`src/core/rsa_params.svh`:
```
`ifndef RSA_PARAMS_SVH
`define RSA_PARAMS_SVH
// ****************************************
// Start-up timing
// ****************************************
`define MODE0_CYC 20'd8204
`define MODE1_CYC 20'd555386
`define MODE2_CYC 20'd73745
`define MODE3_CYC 20'd620927
`define MODE4_CYC 20'd53388
`define MODE5_CYC 20'd9
`define SAMPLE_CYC 20'd2
`define CLK_PERIOD_NS 8
`define ALERT_PULSE_NS 1000
`define ALERT_PULSE_CYC (`ALERT_PULSE_NS / `CLK_PERIOD_NS)
`define EE_HALF_CYC 4
`define AUTOLOAD_BYTES 256
// ****************************************
// Register addresses
// ****************************************
`define FAULT_PEND_ADDR 16'h8004
`define FAULT_PEND_ALT 16'h800A
`define RX_LOW_ADDR 16'h8006
`define RX_LOW_ALT 16'h800B
`define RX_HIGH_ADDR 16'h8008
`define RX_HIGH_ALT 16'h800C
`define LABEL_BASE 16'h8010
`define FAULT_EN_ADDR 16'h804A
`define SELFTEST_UPPER 16'h807A
`define AL_FAIL_LOW 16'h807B
`define AL_FAIL_HIGH 16'h807C
// ****************************************
// Fields and memory map
// ****************************************
`define BIT_MEMORY_CHECK_FAIL_FLAG 3
`define BIT_AUTOLOAD_CHECKSUM_ERROR 4
`define BIT_AUTOLOAD_COMPARE_ERROR 5
`define BIT_EEPROM_PROGRAM_MISMATCH 6
`define FAULT_FIXED_MASK 8'hF8
`define CFG_LO_WORD 13'h1000
`define CFG_HI_WORD 13'h1AFF
`define LAST_WORD 13'h1FFF
`define EE_READ_CMD 8'h03
`define EE_HDR_BYTES 16'h0003
`endif

```
`src/core/rsa_pkg.sv`:
```
package rsa_pkg;
   typedef enum logic [3:0] {
      ST_SAMPLE, ST_TEST_W, ST_TEST_R, ST_TEST_CW, ST_TEST_CR, ST_CLEAR,
      ST_EE_CMD, ST_EE_DATA, ST_WAIT, ST_IDLE, ST_ACTIVE, ST_SAFE
   } seq_state_type;
endpackage

```
`src/core/ee_shifter.sv`:
```
`timescale 1ns/1ps
`include "rsa_params.svh"
module ee_shifter #(
   parameter int HALF_CYC = `EE_HALF_CYC
) (
   input wire logic clk,
   input wire logic rst_n,
   input wire logic start,
   input wire logic [7:0] tx_byte,
   input wire logic miso,
   output logic done,
   output logic [7:0] rx_byte,
   output logic sclk,
   output logic mosi
);
   logic busy_reg, busy_next, ph_reg, ph_next, done_next;
   logic [2:0] bit_reg, bit_next;
   logic [7:0] sh_reg, sh_next, rx_next;
   logic [7:0] cnt_reg, cnt_next;
   logic sclk_next, mosi_next;

   always_comb begin
      busy_next = busy_reg;
      ph_next = ph_reg;
      bit_next = bit_reg;
      sh_next = sh_reg;
      rx_next = rx_byte;
      cnt_next = cnt_reg;
      sclk_next = sclk;
      mosi_next = mosi;
      done_next = 1'b0;
      if (!busy_reg && start) begin
         busy_next = 1'b1;
         sh_next = tx_byte;
         bit_next = 3'h7;
         ph_next = 1'b0;
         cnt_next = 8'h00;
         mosi_next = tx_byte[7];
         sclk_next = 1'b0;
      end else if (busy_reg) begin
         cnt_next = cnt_reg + 8'h01;
         if (cnt_reg == 8'(HALF_CYC - 1)) begin
            cnt_next = 8'h00;
            ph_next = !ph_reg;
            sclk_next = !ph_reg;
            if (ph_reg) begin
               sh_next = {sh_reg[6:0], miso};
               mosi_next = sh_reg[6];
               bit_next = bit_reg - 3'h1;
               if (bit_reg == 3'h0) begin
                  busy_next = 1'b0;
                  done_next = 1'b1;
                  rx_next = {sh_reg[6:0], miso};
               end
            end
         end
      end
   end

   always_ff @(posedge clk or negedge rst_n) begin
      if (!rst_n) begin
         busy_reg <= 1'b0;
         ph_reg <= 1'b0;
         bit_reg <= 3'h0;
         sh_reg <= 8'h00;
         rx_byte <= 8'h00;
         cnt_reg <= 8'h00;
         sclk <= 1'b0;
         mosi <= 1'b0;
         done <= 1'b0;
      end else begin
         busy_reg <= busy_next;
         ph_reg <= ph_next;
         bit_reg <= bit_next;
         sh_reg <= sh_next;
         rx_byte <= rx_next;
         cnt_reg <= cnt_next;
         sclk <= sclk_next;
         mosi <= mosi_next;
         done <= done_next;
      end
   end
endmodule

```
`src/core/reset_startup_and_alert_control.sv`:
```
`timescale 1ns/1ps
`include "rsa_params.svh"
module reset_startup_and_alert_control
   import rsa_pkg::*;
#(
   parameter logic [19:0] MODE0_CYC = `MODE0_CYC,
   parameter logic [19:0] MODE1_CYC = `MODE1_CYC,
   parameter logic [19:0] MODE2_CYC = `MODE2_CYC,
   parameter logic [19:0] MODE3_CYC = `MODE3_CYC,
   parameter logic [19:0] MODE4_CYC = `MODE4_CYC,
   parameter int AUTOLOAD_BYTES = `AUTOLOAD_BYTES
) (
   input wire logic CORE_CLK,
   input wire logic RST_N,
   input wire logic [2:0] STARTUP_SELECT_IN,
   output logic [2:0] STARTUP_SELECT_OUT,
   output logic [2:0] STARTUP_SELECT_OE,
   input wire logic EE_MISO,
   input wire logic RUN,
   input wire logic ACK_N,
   output logic INT_N,
   output logic READY,
   output logic ACTIVE,
   output logic SAFE_STATE,
   output logic CFG_DEFAULTS,
   output logic [12:0] MEM_ADDR,
   output logic [31:0] MEM_WDATA,
   output logic [3:0] MEM_BE,
   output logic MEM_WE,
   output logic MEM_RE,
   input wire logic [31:0] MEM_RDATA,
   input wire logic SWRST_VALID,
   input wire logic [2:0] SWRST_MODE,
   input wire logic RX_MSG_VALID,
   input wire logic [3:0] RX_MSG_CHAN,
   input wire logic [7:0] RX_MSG_LABEL,
   input wire logic RX_LABEL_ALERT,
   input wire logic [15:0] RX_ALERT_MASK,
   input wire logic [2:0] FLAG_EVENT,
   input wire logic [2:0] FLAG_ENABLE,
   input wire logic COPY_ERR_EVENT,
   input wire logic REG_RD,
   input wire logic [15:0] REG_ADDR,
   output logic [7:0] REG_RDATA
);
   // ****************************************
   // Pin synchronisers
   // ****************************************
   logic [2:0] sel_s1, sel_s2;
   logic [3:0] pin_s1, pin_s2;
   logic run_d;
   always_ff @(posedge CORE_CLK or negedge RST_N) begin
      if (!RST_N) begin
         sel_s1 <= 3'h0;
         sel_s2 <= 3'h0;
         pin_s1 <= 4'h2;
         pin_s2 <= 4'h2;
         run_d <= 1'b0;
      end else begin
         sel_s1 <= STARTUP_SELECT_IN;
         sel_s2 <= sel_s1;
         pin_s1 <= {EE_MISO, RUN, ACK_N, 1'b0};
         pin_s2 <= pin_s1;
         run_d <= pin_s2[2];
      end
   end
   logic miso_s, run_rise, ack_low;
   assign miso_s = pin_s2[3];
   assign run_rise = pin_s2[2] && !run_d;
   assign ack_low = !pin_s2[1];

   // ****************************************
   // Start-up sequencer
   // ****************************************
   seq_state_type st_reg, st_next;
   logic [2:0] mode_reg, mode_next, seq_reg, seq_next;
   logic [19:0] el_reg, el_next, target;
   logic [12:0] addr_next;
   logic [15:0] idx_reg, idx_next, fail_reg, fail_next;
   logic [7:0] sum_reg, sum_next, sh_tx, sh_rx;
   logic [31:0] wd_next;
   logic [3:0] be_next;
   logic we_next, re_next, vp_reg, vp_next, sh_start, sh_done, sh_sclk, sh_mosi;
   logic c1_v, c1_vn, c2_v, c2_ee, c1_ee, c1_een, cfg_next, cmp_fail;
   logic [31:0] c1_exp, c1_expn, c1_msk, c1_mskn, c2_exp, c2_msk;
   logic [15:0] c1_a, c1_an, c2_a;
   logic memory_check_fail_flag_ev, autoload_checksum_error_ev, autoload_compare_error_ev;
   logic [2:0] pins_next;

   ee_shifter u_shift (
      .clk(CORE_CLK),
      .rst_n(RST_N),
      .start(sh_start),
      .tx_byte(sh_tx),
      .miso(miso_s),
      .done(sh_done),
      .rx_byte(sh_rx),
      .sclk(sh_sclk),
      .mosi(sh_mosi)
   );

   function automatic seq_state_type first_step(input logic [2:0] m);
      case (m)
         3'd2, 3'd3: first_step = ST_TEST_W;
         3'd0, 3'd1, 3'd4: first_step = ST_CLEAR;
         default: first_step = ST_WAIT;
      endcase
   endfunction

   always_comb begin
      case (seq_reg)
         3'd0: target = MODE0_CYC;
         3'd1: target = MODE1_CYC;
         3'd2: target = MODE2_CYC;
         3'd3: target = MODE3_CYC;
         3'd4: target = MODE4_CYC;
         default: target = `MODE5_CYC;
      endcase
   end

   assign cmp_fail = c2_v && (((MEM_RDATA ^ c2_exp) & c2_msk) != 32'h0);

   always_comb begin
      st_next = st_reg;
      mode_next = mode_reg;
      seq_next = seq_reg;
      el_next = (el_reg == 20'hFFFFF) ? el_reg : el_reg + 20'h1;
      addr_next = MEM_ADDR;
      idx_next = idx_reg;
      sum_next = sum_reg;
      fail_next = fail_reg;
      wd_next = 32'h0;
      be_next = 4'hF;
      we_next = 1'b0;
      re_next = 1'b0;
      vp_next = 1'b0;
      c1_vn = 1'b0;
      c1_een = 1'b0;
      c1_expn = 32'h0;
      c1_mskn = 32'hFFFFFFFF;
      c1_an = 16'h0;
      sh_start = 1'b0;
      sh_tx = 8'h00;
      cfg_next = 1'b0;
      memory_check_fail_flag_ev = 1'b0;
      autoload_checksum_error_ev = 1'b0;
      autoload_compare_error_ev = 1'b0;
      case (st_reg)
         ST_SAMPLE: begin
            if (el_reg == `SAMPLE_CYC) begin
               mode_next = sel_s2;
               seq_next = sel_s2;
               st_next = first_step(sel_s2);
               addr_next = 13'h0;
               cfg_next = (sel_s2 <= 3'd3);
            end
         end
         ST_TEST_W, ST_TEST_CW: begin
            we_next = 1'b1;
            wd_next = (st_reg == ST_TEST_W) ? 32'(MEM_ADDR) : ~32'(MEM_ADDR);
            addr_next = MEM_ADDR + 13'h1;
            if (MEM_ADDR == `LAST_WORD) begin
               st_next = (st_reg == ST_TEST_W) ? ST_TEST_R : ST_TEST_CR;
            end
         end
         ST_TEST_R, ST_TEST_CR: begin
            re_next = 1'b1;
            c1_vn = 1'b1;
            c1_expn = (st_reg == ST_TEST_R) ? 32'(MEM_ADDR) : ~32'(MEM_ADDR);
            addr_next = MEM_ADDR + 13'h1;
            if (MEM_ADDR == `LAST_WORD) begin
               st_next = (st_reg == ST_TEST_R) ? ST_TEST_CW : ST_CLEAR;
            end
         end
         ST_CLEAR: begin
            // Mode 4 keeps the tables, so that range is walked but left alone.
            // The strobe is registered with the next address, so that address is tested.
            addr_next = MEM_ADDR + 13'h1;
            we_next = !(seq_reg == 3'd4 && addr_next >= `CFG_LO_WORD
                        && addr_next <= `CFG_HI_WORD);
            if (MEM_ADDR == `LAST_WORD) begin
               if (seq_reg == 3'd2) begin
                  st_next = ST_WAIT;
               end else begin
                  st_next = (seq_reg == 3'd0) ? ST_WAIT : ST_EE_CMD;
                  sh_start = (seq_reg != 3'd0);
                  sh_tx = `EE_READ_CMD;
                  idx_next = 16'h1;
                  sum_next = 8'h00;
               end
            end
         end
         ST_EE_CMD: begin
            if (sh_done) begin
               sh_start = 1'b1;
               idx_next = idx_reg + 16'h1;
               if (idx_reg == `EE_HDR_BYTES) begin
                  st_next = ST_EE_DATA;
                  idx_next = 16'h0;
               end
            end
         end
         ST_EE_DATA: begin
            if (vp_reg) begin
               re_next = 1'b1;
               c1_vn = 1'b1;
               c1_een = 1'b1;
               c1_expn = {4{sh_rx}};
               c1_mskn = 32'hFF << {idx_reg[1:0] - 2'h1, 3'h0};
               c1_an = idx_reg - 16'h1;
            end
            if (sh_done) begin
               sum_next = sum_reg + sh_rx;
               if (idx_reg == 16'(AUTOLOAD_BYTES)) begin
                  if (sum_reg + sh_rx != 8'h00) begin
                     autoload_checksum_error_ev = 1'b1;
                     st_next = ST_SAFE;
                  end else begin
                     st_next = ST_WAIT;
                  end
               end else begin
                  we_next = 1'b1;
                  vp_next = 1'b1;
                  addr_next = idx_reg[14:2];
                  be_next = 4'h1 << idx_reg[1:0];
                  wd_next = {4{sh_rx}};
                  idx_next = idx_reg + 16'h1;
                  sh_start = 1'b1;
               end
            end
         end
         ST_WAIT: begin
            if (el_reg >= target - 20'h1) begin
               st_next = ST_IDLE;
            end
         end
         ST_IDLE: begin
            if (run_rise) begin
               st_next = ST_ACTIVE;
            end
         end
         default: begin
         end
      endcase
      if (cmp_fail) begin
         st_next = ST_SAFE;
         memory_check_fail_flag_ev = !c2_ee;
         autoload_compare_error_ev = c2_ee;
         if (c2_ee) begin
            fail_next = c2_a;
         end
      end
      if (SWRST_VALID && st_reg != ST_SAMPLE && st_reg != ST_SAFE) begin
         seq_next = SWRST_MODE;
         st_next = first_step(SWRST_MODE);
         el_next = 20'h0;
         addr_next = 13'h0;
         cfg_next = (SWRST_MODE <= 3'd3);
      end
      pins_next = {sh_sclk, sh_mosi, !(st_next == ST_EE_CMD || st_next == ST_EE_DATA)};
   end

   always_ff @(posedge CORE_CLK or negedge RST_N) begin
      if (!RST_N) begin
         st_reg <= ST_SAMPLE;
         mode_reg <= 3'h0;
         seq_reg <= 3'h0;
         el_reg <= 20'h0;
         MEM_ADDR <= 13'h0;
         MEM_WDATA <= 32'h0;
         MEM_BE <= 4'h0;
         MEM_WE <= 1'b0;
         MEM_RE <= 1'b0;
         idx_reg <= 16'h0;
         sum_reg <= 8'h00;
         fail_reg <= 16'h0;
         vp_reg <= 1'b0;
         {c1_v, c2_v, c1_ee, c2_ee} <= 4'h0;
         {c1_exp, c2_exp, c1_msk, c2_msk} <= 128'h0;
         {c1_a, c2_a} <= 32'h0;
         CFG_DEFAULTS <= 1'b0;
         STARTUP_SELECT_OUT <= 3'h1;
      end else begin
         st_reg <= st_next;
         mode_reg <= mode_next;
         seq_reg <= seq_next;
         el_reg <= el_next;
         MEM_ADDR <= addr_next;
         MEM_WDATA <= wd_next;
         MEM_BE <= be_next;
         MEM_WE <= we_next;
         MEM_RE <= re_next;
         idx_reg <= idx_next;
         sum_reg <= sum_next;
         fail_reg <= fail_next;
         vp_reg <= vp_next;
         {c1_v, c1_ee, c1_exp, c1_msk, c1_a} <= {c1_vn, c1_een, c1_expn, c1_mskn, c1_an};
         {c2_v, c2_ee, c2_exp, c2_msk, c2_a} <= {c1_v, c1_ee, c1_exp, c1_msk, c1_a};
         CFG_DEFAULTS <= cfg_next;
         STARTUP_SELECT_OUT <= pins_next;
      end
   end

   // The select pins stay released until the sample is taken.
   assign STARTUP_SELECT_OE = (st_reg == ST_SAMPLE) ? 3'h0 : 3'h7;
   assign READY = (st_reg == ST_IDLE) || (st_reg == ST_ACTIVE);
   assign ACTIVE = (st_reg == ST_ACTIVE);
   assign SAFE_STATE = (st_reg == ST_SAFE);

   // ****************************************
   // Pending registers and alert pin
   // ****************************************
   logic [7:0] fp_reg, fp_next, fset, rd_next;
   logic [15:0] rp_reg, rp_next, rset;
   logic [7:0] lab_reg [16];
   logic [7:0] lab_next [16];
   logic rd_f, rd_l, rd_h, new_alert, il_reg, il_next, pm_reg, pm_next;
   logic [7:0] pc_reg, pc_next;

   always_comb begin
      fset = {1'b0, COPY_ERR_EVENT, autoload_compare_error_ev, autoload_checksum_error_ev, memory_check_fail_flag_ev, FLAG_EVENT};
      rset = (ACTIVE && RX_MSG_VALID && RX_LABEL_ALERT) ? 16'h1 << RX_MSG_CHAN : 16'h0;
      rd_f = REG_RD && (REG_ADDR == `FAULT_PEND_ADDR || REG_ADDR == `FAULT_PEND_ALT);
      rd_l = REG_RD && (REG_ADDR == `RX_LOW_ADDR || REG_ADDR == `RX_LOW_ALT);
      rd_h = REG_RD && (REG_ADDR == `RX_HIGH_ADDR || REG_ADDR == `RX_HIGH_ALT);
      // A set in the cycle of the clearing read survives the read.
      fp_next = (rd_f ? 8'h00 : fp_reg) | fset;
      rp_next = (rp_reg & ~{{8{rd_h}}, {8{rd_l}}}) | rset;
      lab_next = lab_reg;
      if (rset != 16'h0) begin
         lab_next[RX_MSG_CHAN] = RX_MSG_LABEL;
      end
      new_alert = ((fset & (`FAULT_FIXED_MASK | {5'h0, FLAG_ENABLE})) != 8'h0)
                  || ((rset & RX_ALERT_MASK) != 16'h0);
      il_next = il_reg;
      pm_next = pm_reg;
      pc_next = (pc_reg == 8'h00) ? 8'h00 : pc_reg - 8'h01;
      if (new_alert) begin
         il_next = 1'b1;
         pm_next = ack_low;
         pc_next = 8'(`ALERT_PULSE_CYC - 1);
      end else if (il_reg && (pm_reg ? pc_reg == 8'h00 : ack_low)) begin
         il_next = 1'b0;
      end
      rd_next = 8'h00;
      if (rd_f) rd_next = fp_reg;
      if (rd_l) rd_next = rp_reg[7:0];
      if (rd_h) rd_next = rp_reg[15:8];
      if (REG_ADDR[15:4] == `LABEL_BASE >> 4) rd_next = lab_reg[REG_ADDR[3:0]];
      if (REG_ADDR == `FAULT_EN_ADDR) rd_next = `FAULT_FIXED_MASK | {5'h0, FLAG_ENABLE};
      if (REG_ADDR == `SELFTEST_UPPER) rd_next = {mode_reg, 5'h00};
      if (REG_ADDR == `AL_FAIL_LOW) rd_next = fail_reg[7:0];
      if (REG_ADDR == `AL_FAIL_HIGH) rd_next = fail_reg[15:8];
   end

   always_ff @(posedge CORE_CLK or negedge RST_N) begin
      if (!RST_N) begin
         fp_reg <= 8'h00;
         rp_reg <= 16'h0;
         lab_reg <= '{default: 8'h00};
         il_reg <= 1'b0;
         pm_reg <= 1'b0;
         pc_reg <= 8'h00;
         REG_RDATA <= 8'h00;
      end else begin
         fp_reg <= fp_next;
         rp_reg <= rp_next;
         lab_reg <= lab_next;
         il_reg <= il_next;
         pm_reg <= pm_next;
         pc_reg <= pc_next;
         REG_RDATA <= REG_RD ? rd_next : REG_RDATA;
      end
   end
   assign INT_N = !il_reg;
endmodule

```
`config.mk`:
```
export PLATFORM = sky130hd
export DESIGN_NAME = reset_startup_and_alert_control
export DESIGN_NICKNAME = d
export VERILOG_FILES = /design/src/core/rsa_pkg.sv /design/src/core/ee_shifter.sv /design/src/core/reset_startup_and_alert_control.sv
export VERILOG_INCLUDE_DIRS = /design/src /design/src/core
export SDC_FILE = /design/constraint.sdc
export NUM_CORES = 1
export LEC_CHECK = 0
export ABC_AREA = 1
export BUFFER_PORTS_ARGS = -buffer_cell sky130_fd_sc_hd__buf_2
export CORE_ASPECT_RATIO = 1.4
export CORE_MARGIN = 1
export CORE_UTILIZATION = 60
export DETAILED_ROUTE_END_ITERATION = 10
export PLACE_DENSITY = 0.81
export SKIP_CTS_REPAIR_TIMING = 1
export SLEW_MARGIN = 20
export SYNTH_ARGS = -nofsm -noshare
export SYNTH_HDL_FRONTEND = slang
export SYNTH_HIERARCHICAL = 1
export SYNTH_SLANG_ARGS = --single-unit
```
`constraint.sdc`:
```
create_clock -name CORE_CLK -period 3.03 [get_ports CORE_CLK]
set_input_delay 0.4545 -clock CORE_CLK [delete_from_list [all_inputs] [get_ports CORE_CLK]]
set_output_delay 0.4545 -clock CORE_CLK [all_outputs]
set_load 0.005 [all_outputs]
```
==> key figures <==
Run status
  – Outcome: finished clean

Job
  – Number of max-cap violations: 0

Critical path
  – R2R Setup Slk: between 200 and 250 ps
  – Reg2reg end: u_shift/mosi$_DFFE_PN0P_
  – Setup crit start: idx_reg[0]$_DFFE_PN0P_
  – CP Launch Type: flop
  – Worst setup path endpoint: u_shift/mosi$_DFFE_PN0P_
  – Launch point of the worst reg-to-reg path: idx_reg[0]$_DFFE_PN0P_
  – Setup CP Type: reg2reg
  – R2r worst-path depth: 15
  – Req. time, crit path: ~3500 ps
  – Crit end category: flop
  – Critical path data arrival time: 3270 ps
  – CP Max Fanout: 16

Cells and area
  – Max FFs per register: between 100 and 150
  – Most frequent cells in the layout: nand2_1 (841), dfrtp_1 (409), inv_1 (258), o21ai_0 (220), nor2_1 (217)
  – Filler cells: 2837
  – P&R area growth vs syn: 13.5%
  – Layout cells sized above 1: between 10% and 20%
  – Non-filler cells, final: 3291
  – # nets final: just under 3000
  – Commonest non-fill, non-tap cell in the layout: nand2_1

Clocking
  – CTS sink cnt: between 400 and 500
  – Reg clk slew, reported paths: about 60 ps
  – Clock root cell: clkbuf_16
  – TritonCTS clock tree: built
  – Cts bufs inserted: 42
  – CTS Buffer Depth: 3
  – Clk_lat worst skew: between 500 and 600 ps
  – H-tree depth: 2

Synthesis
  – Post-synth EDFFs: 0
  – Cell Area, Synth: just over 20000 µm²
  – Synthesis-stage register bit count: 412
  – Most common flop cell mapped by yosys: dfrtp_1
  – YS warnings: 6
  – Netlist cell types: between 50 and 60
  – Ys async rst share: 100%
  – Sequential area share after synthesis: around 50%
  – Syn avg cell area: about 7.9 µm²
  – Syn Inst Count: 2642

Floorplanning
  – Row cnt: 80
  – DIE HEIGHT: 222 µm
  – Die width: 159 µm
  – Io pins: 168
  – Die area: 35400 µm²
  – Starting density of the core: about three fifths
  – Core Region: roughly 34000 µm²

Routing
  – Routed len/inst: 18.5 µm
  – Total wire length: around 61000 µm
  – DR vias/cell: roughly 5.7
  – Routed Antenna Nets: 0
  – DR vias: 18900
  – Total iterations of the first detailed-routing run: 8
  – Final routed DRC violation total: 0
  – Drt initial violations: between 1500 and 2000

Place
  – GPL Wtd Cong: around 1
  – Number of port buffers: between 150 and 200
  – Placed cell count: about 3200
  – Hpwl dp: about 45000 µm

STA
  – Setup TNS: 0 ps
  – Fin crit share: roughly 92%
  – Unrepaired setup endpoints after global routing: no
  – Fmax: ~360 MHz
  – Minimum clock period: 2780 ps
  – Final Hold Viols: 0
  – Pins Over Slew Limit: 0
  – Final Setup Violations: 0
  – Slew at the pin closest to its max-slew limit: between 800 and 900 ps
  – Rel. slew slack: between 40% and 50%
  – Post-Route Skew: 14.7 ps

Global route
  – Initial antenna violation count: 4
  – Tot GR Track Use: a little over a third
  – GRT overflow: 0
  – Largest net degree at the start of global routing: 82
  – Number of global-route vias before repair: 18400
  – Global-route wire length before repair: between 90000 and 100000 µm

Power and ir drop
  – Leakage: between 10 and 15 nW
  – Worst VDD drop: 440 µV
  – Power per cell area: ~490 nW/µm²

Hold path
  – Hold path cells: 1
  – Hold WC Path Type: in2reg
power breakdown:
part | internal (mW) | switching [mW] | total (mW) | leakage, nW
Clock | 3.27 | 2.22 | 5.49 | 0.724
Combinational | 0.146 | 0.361 | 0.507 | 5.97
Sequential | 5.53 | 0.0173 | 5.54 | 5.41
Total | 8.94 | 2.60 | 11.5 | 12.1
metal layers:
layer  vias up  track usage, %  wire length (µm)
met5         -               0                 0
met4         0            21.5              4050
met3       215            5.02              4110
met2       863            60.3             30100
met1      8916            41.7             22800
li1       8861               -                 -
synthesized netlist by cell type (2+ instances only):
library cell,instances,area share (%)
xor2_1,17,0.72
a31oi_1,3,0.090
nor3_4,2,0.16
clkbuf_1,41,0.74
o21a_1,2,0.072
or2_2,7,0.21
dfstp_2,3,0.38
a22oi_1,7,0.25
nand3_2,2,0.096
nand3b_1,8,0.29
o21ai_2,4,0.17
clkinv_1,3,0.054
inv_1,258,4.7
nor3_1,38,0.91
inv_2,16,0.29
and3_1,2,0.060
a221oi_1,2,0.084
nand3_4,2,0.17
o221ai_1,12,0.51
a211oi_1,4,0.14
o21ai_0,220,5.3
nand2_4,2,0.11
nor2_1,217,3.9
nor2_4,11,0.60
buf_6,3,0.16
nor2_2,11,0.33
nor4_1,10,0.30
buf_2,32,0.77
o211ai_1,37,1.3
a21oi_1,70,1.7
ha_1,41,2.5
nand2_1,843,15
nand3_1,170,4.1
conb_1,2,0.036
dfrtp_1,409,49
buf_4,21,0.76
o22ai_1,12,0.36
nand2_2,8,0.24
nand4_1,52,1.6
o21ai_1,14,0.34
a21o_1,3,0.11
nor3_2,5,0.24
layout make-up:
type	instances	area (µm²)	share of cell area [%]
antenna	3	7.51	0.0318
tap	451	564	2.39
inverter	278	1050	4.43
sequential	412	10300	43.7
timing repair buffer	209	1230	5.22
multi-input combinational	1861	8950	37.9
clock buffer	58	1260	5.35
clock inverter	19	223	0.944
worst min-delay path by stage:
stage | end | start | slack [ps]
floorplan | CFG_DEFAULTS$_DFF_PN0_ | RST_N | 160
global placement | c2_msk[15]$_DFF_PN0_ | c1_msk[15]$_DFF_PN0_ | 330
detailed placement | c2_exp[0]$_DFF_PN0_ | c1_exp[0]$_DFF_PN0_ | 330
CTS | lab_reg[112]$_DFFE_PN0P_ | RST_N | -140
global route | pin_s1[1]$_DFF_PN1_ | ACK_N | 3
finish | pin_s1[1]$_DFF_PN1_ | ACK_N | 9
metrics by stage:
step | util (%) | cell area [µm²] | setup WS, ps | hold WS (ps) | power [mW]
final | 69.1 | 23600 | 248 | 8.73 | 11.5
after global routing | 69.1 | 23600 | 52.6 | 2.81 | 11.9
after CTS | 69.0 | 23600 | 234 | -140 | 11.6
after detailed placement | 64.7 | 22100 | 273 | 335 | 6.14
after global placement | 64.7 | 22100 | 382 | 332 | 6.13
after floorplan | - | 20800 | 811 | 159 | 5.84
logic make-up (layout without fill, tap and decap cells):
group	Yosys count	count (layout)	share of synthesized area (%)
compound gates	397	397	10.8
xor+xnor	18	18	0.758
fa+ha+maj	42	42	2.56
buf+inv	377	564	7.55
flops	412	412	49.6
other cells	2	13	0.0361
simple gates	1394	1394	28.7
critical path, cell delays in order (launching register included):
cell	delay, ps
dfrtp_1	440
inv_1	140
ha_1	250
nand2_2	110
nor2_4	210
nand2_1	120
nand2_1	140
nor2_4	90
inv_2	120
nand3b_1	190
nand2_2	330
buf_4	240
nand2_1	80
nand2_1	70
nand4_1	100
nand2_1	70
Note: power is estimated with default switching activity, not from simulation.
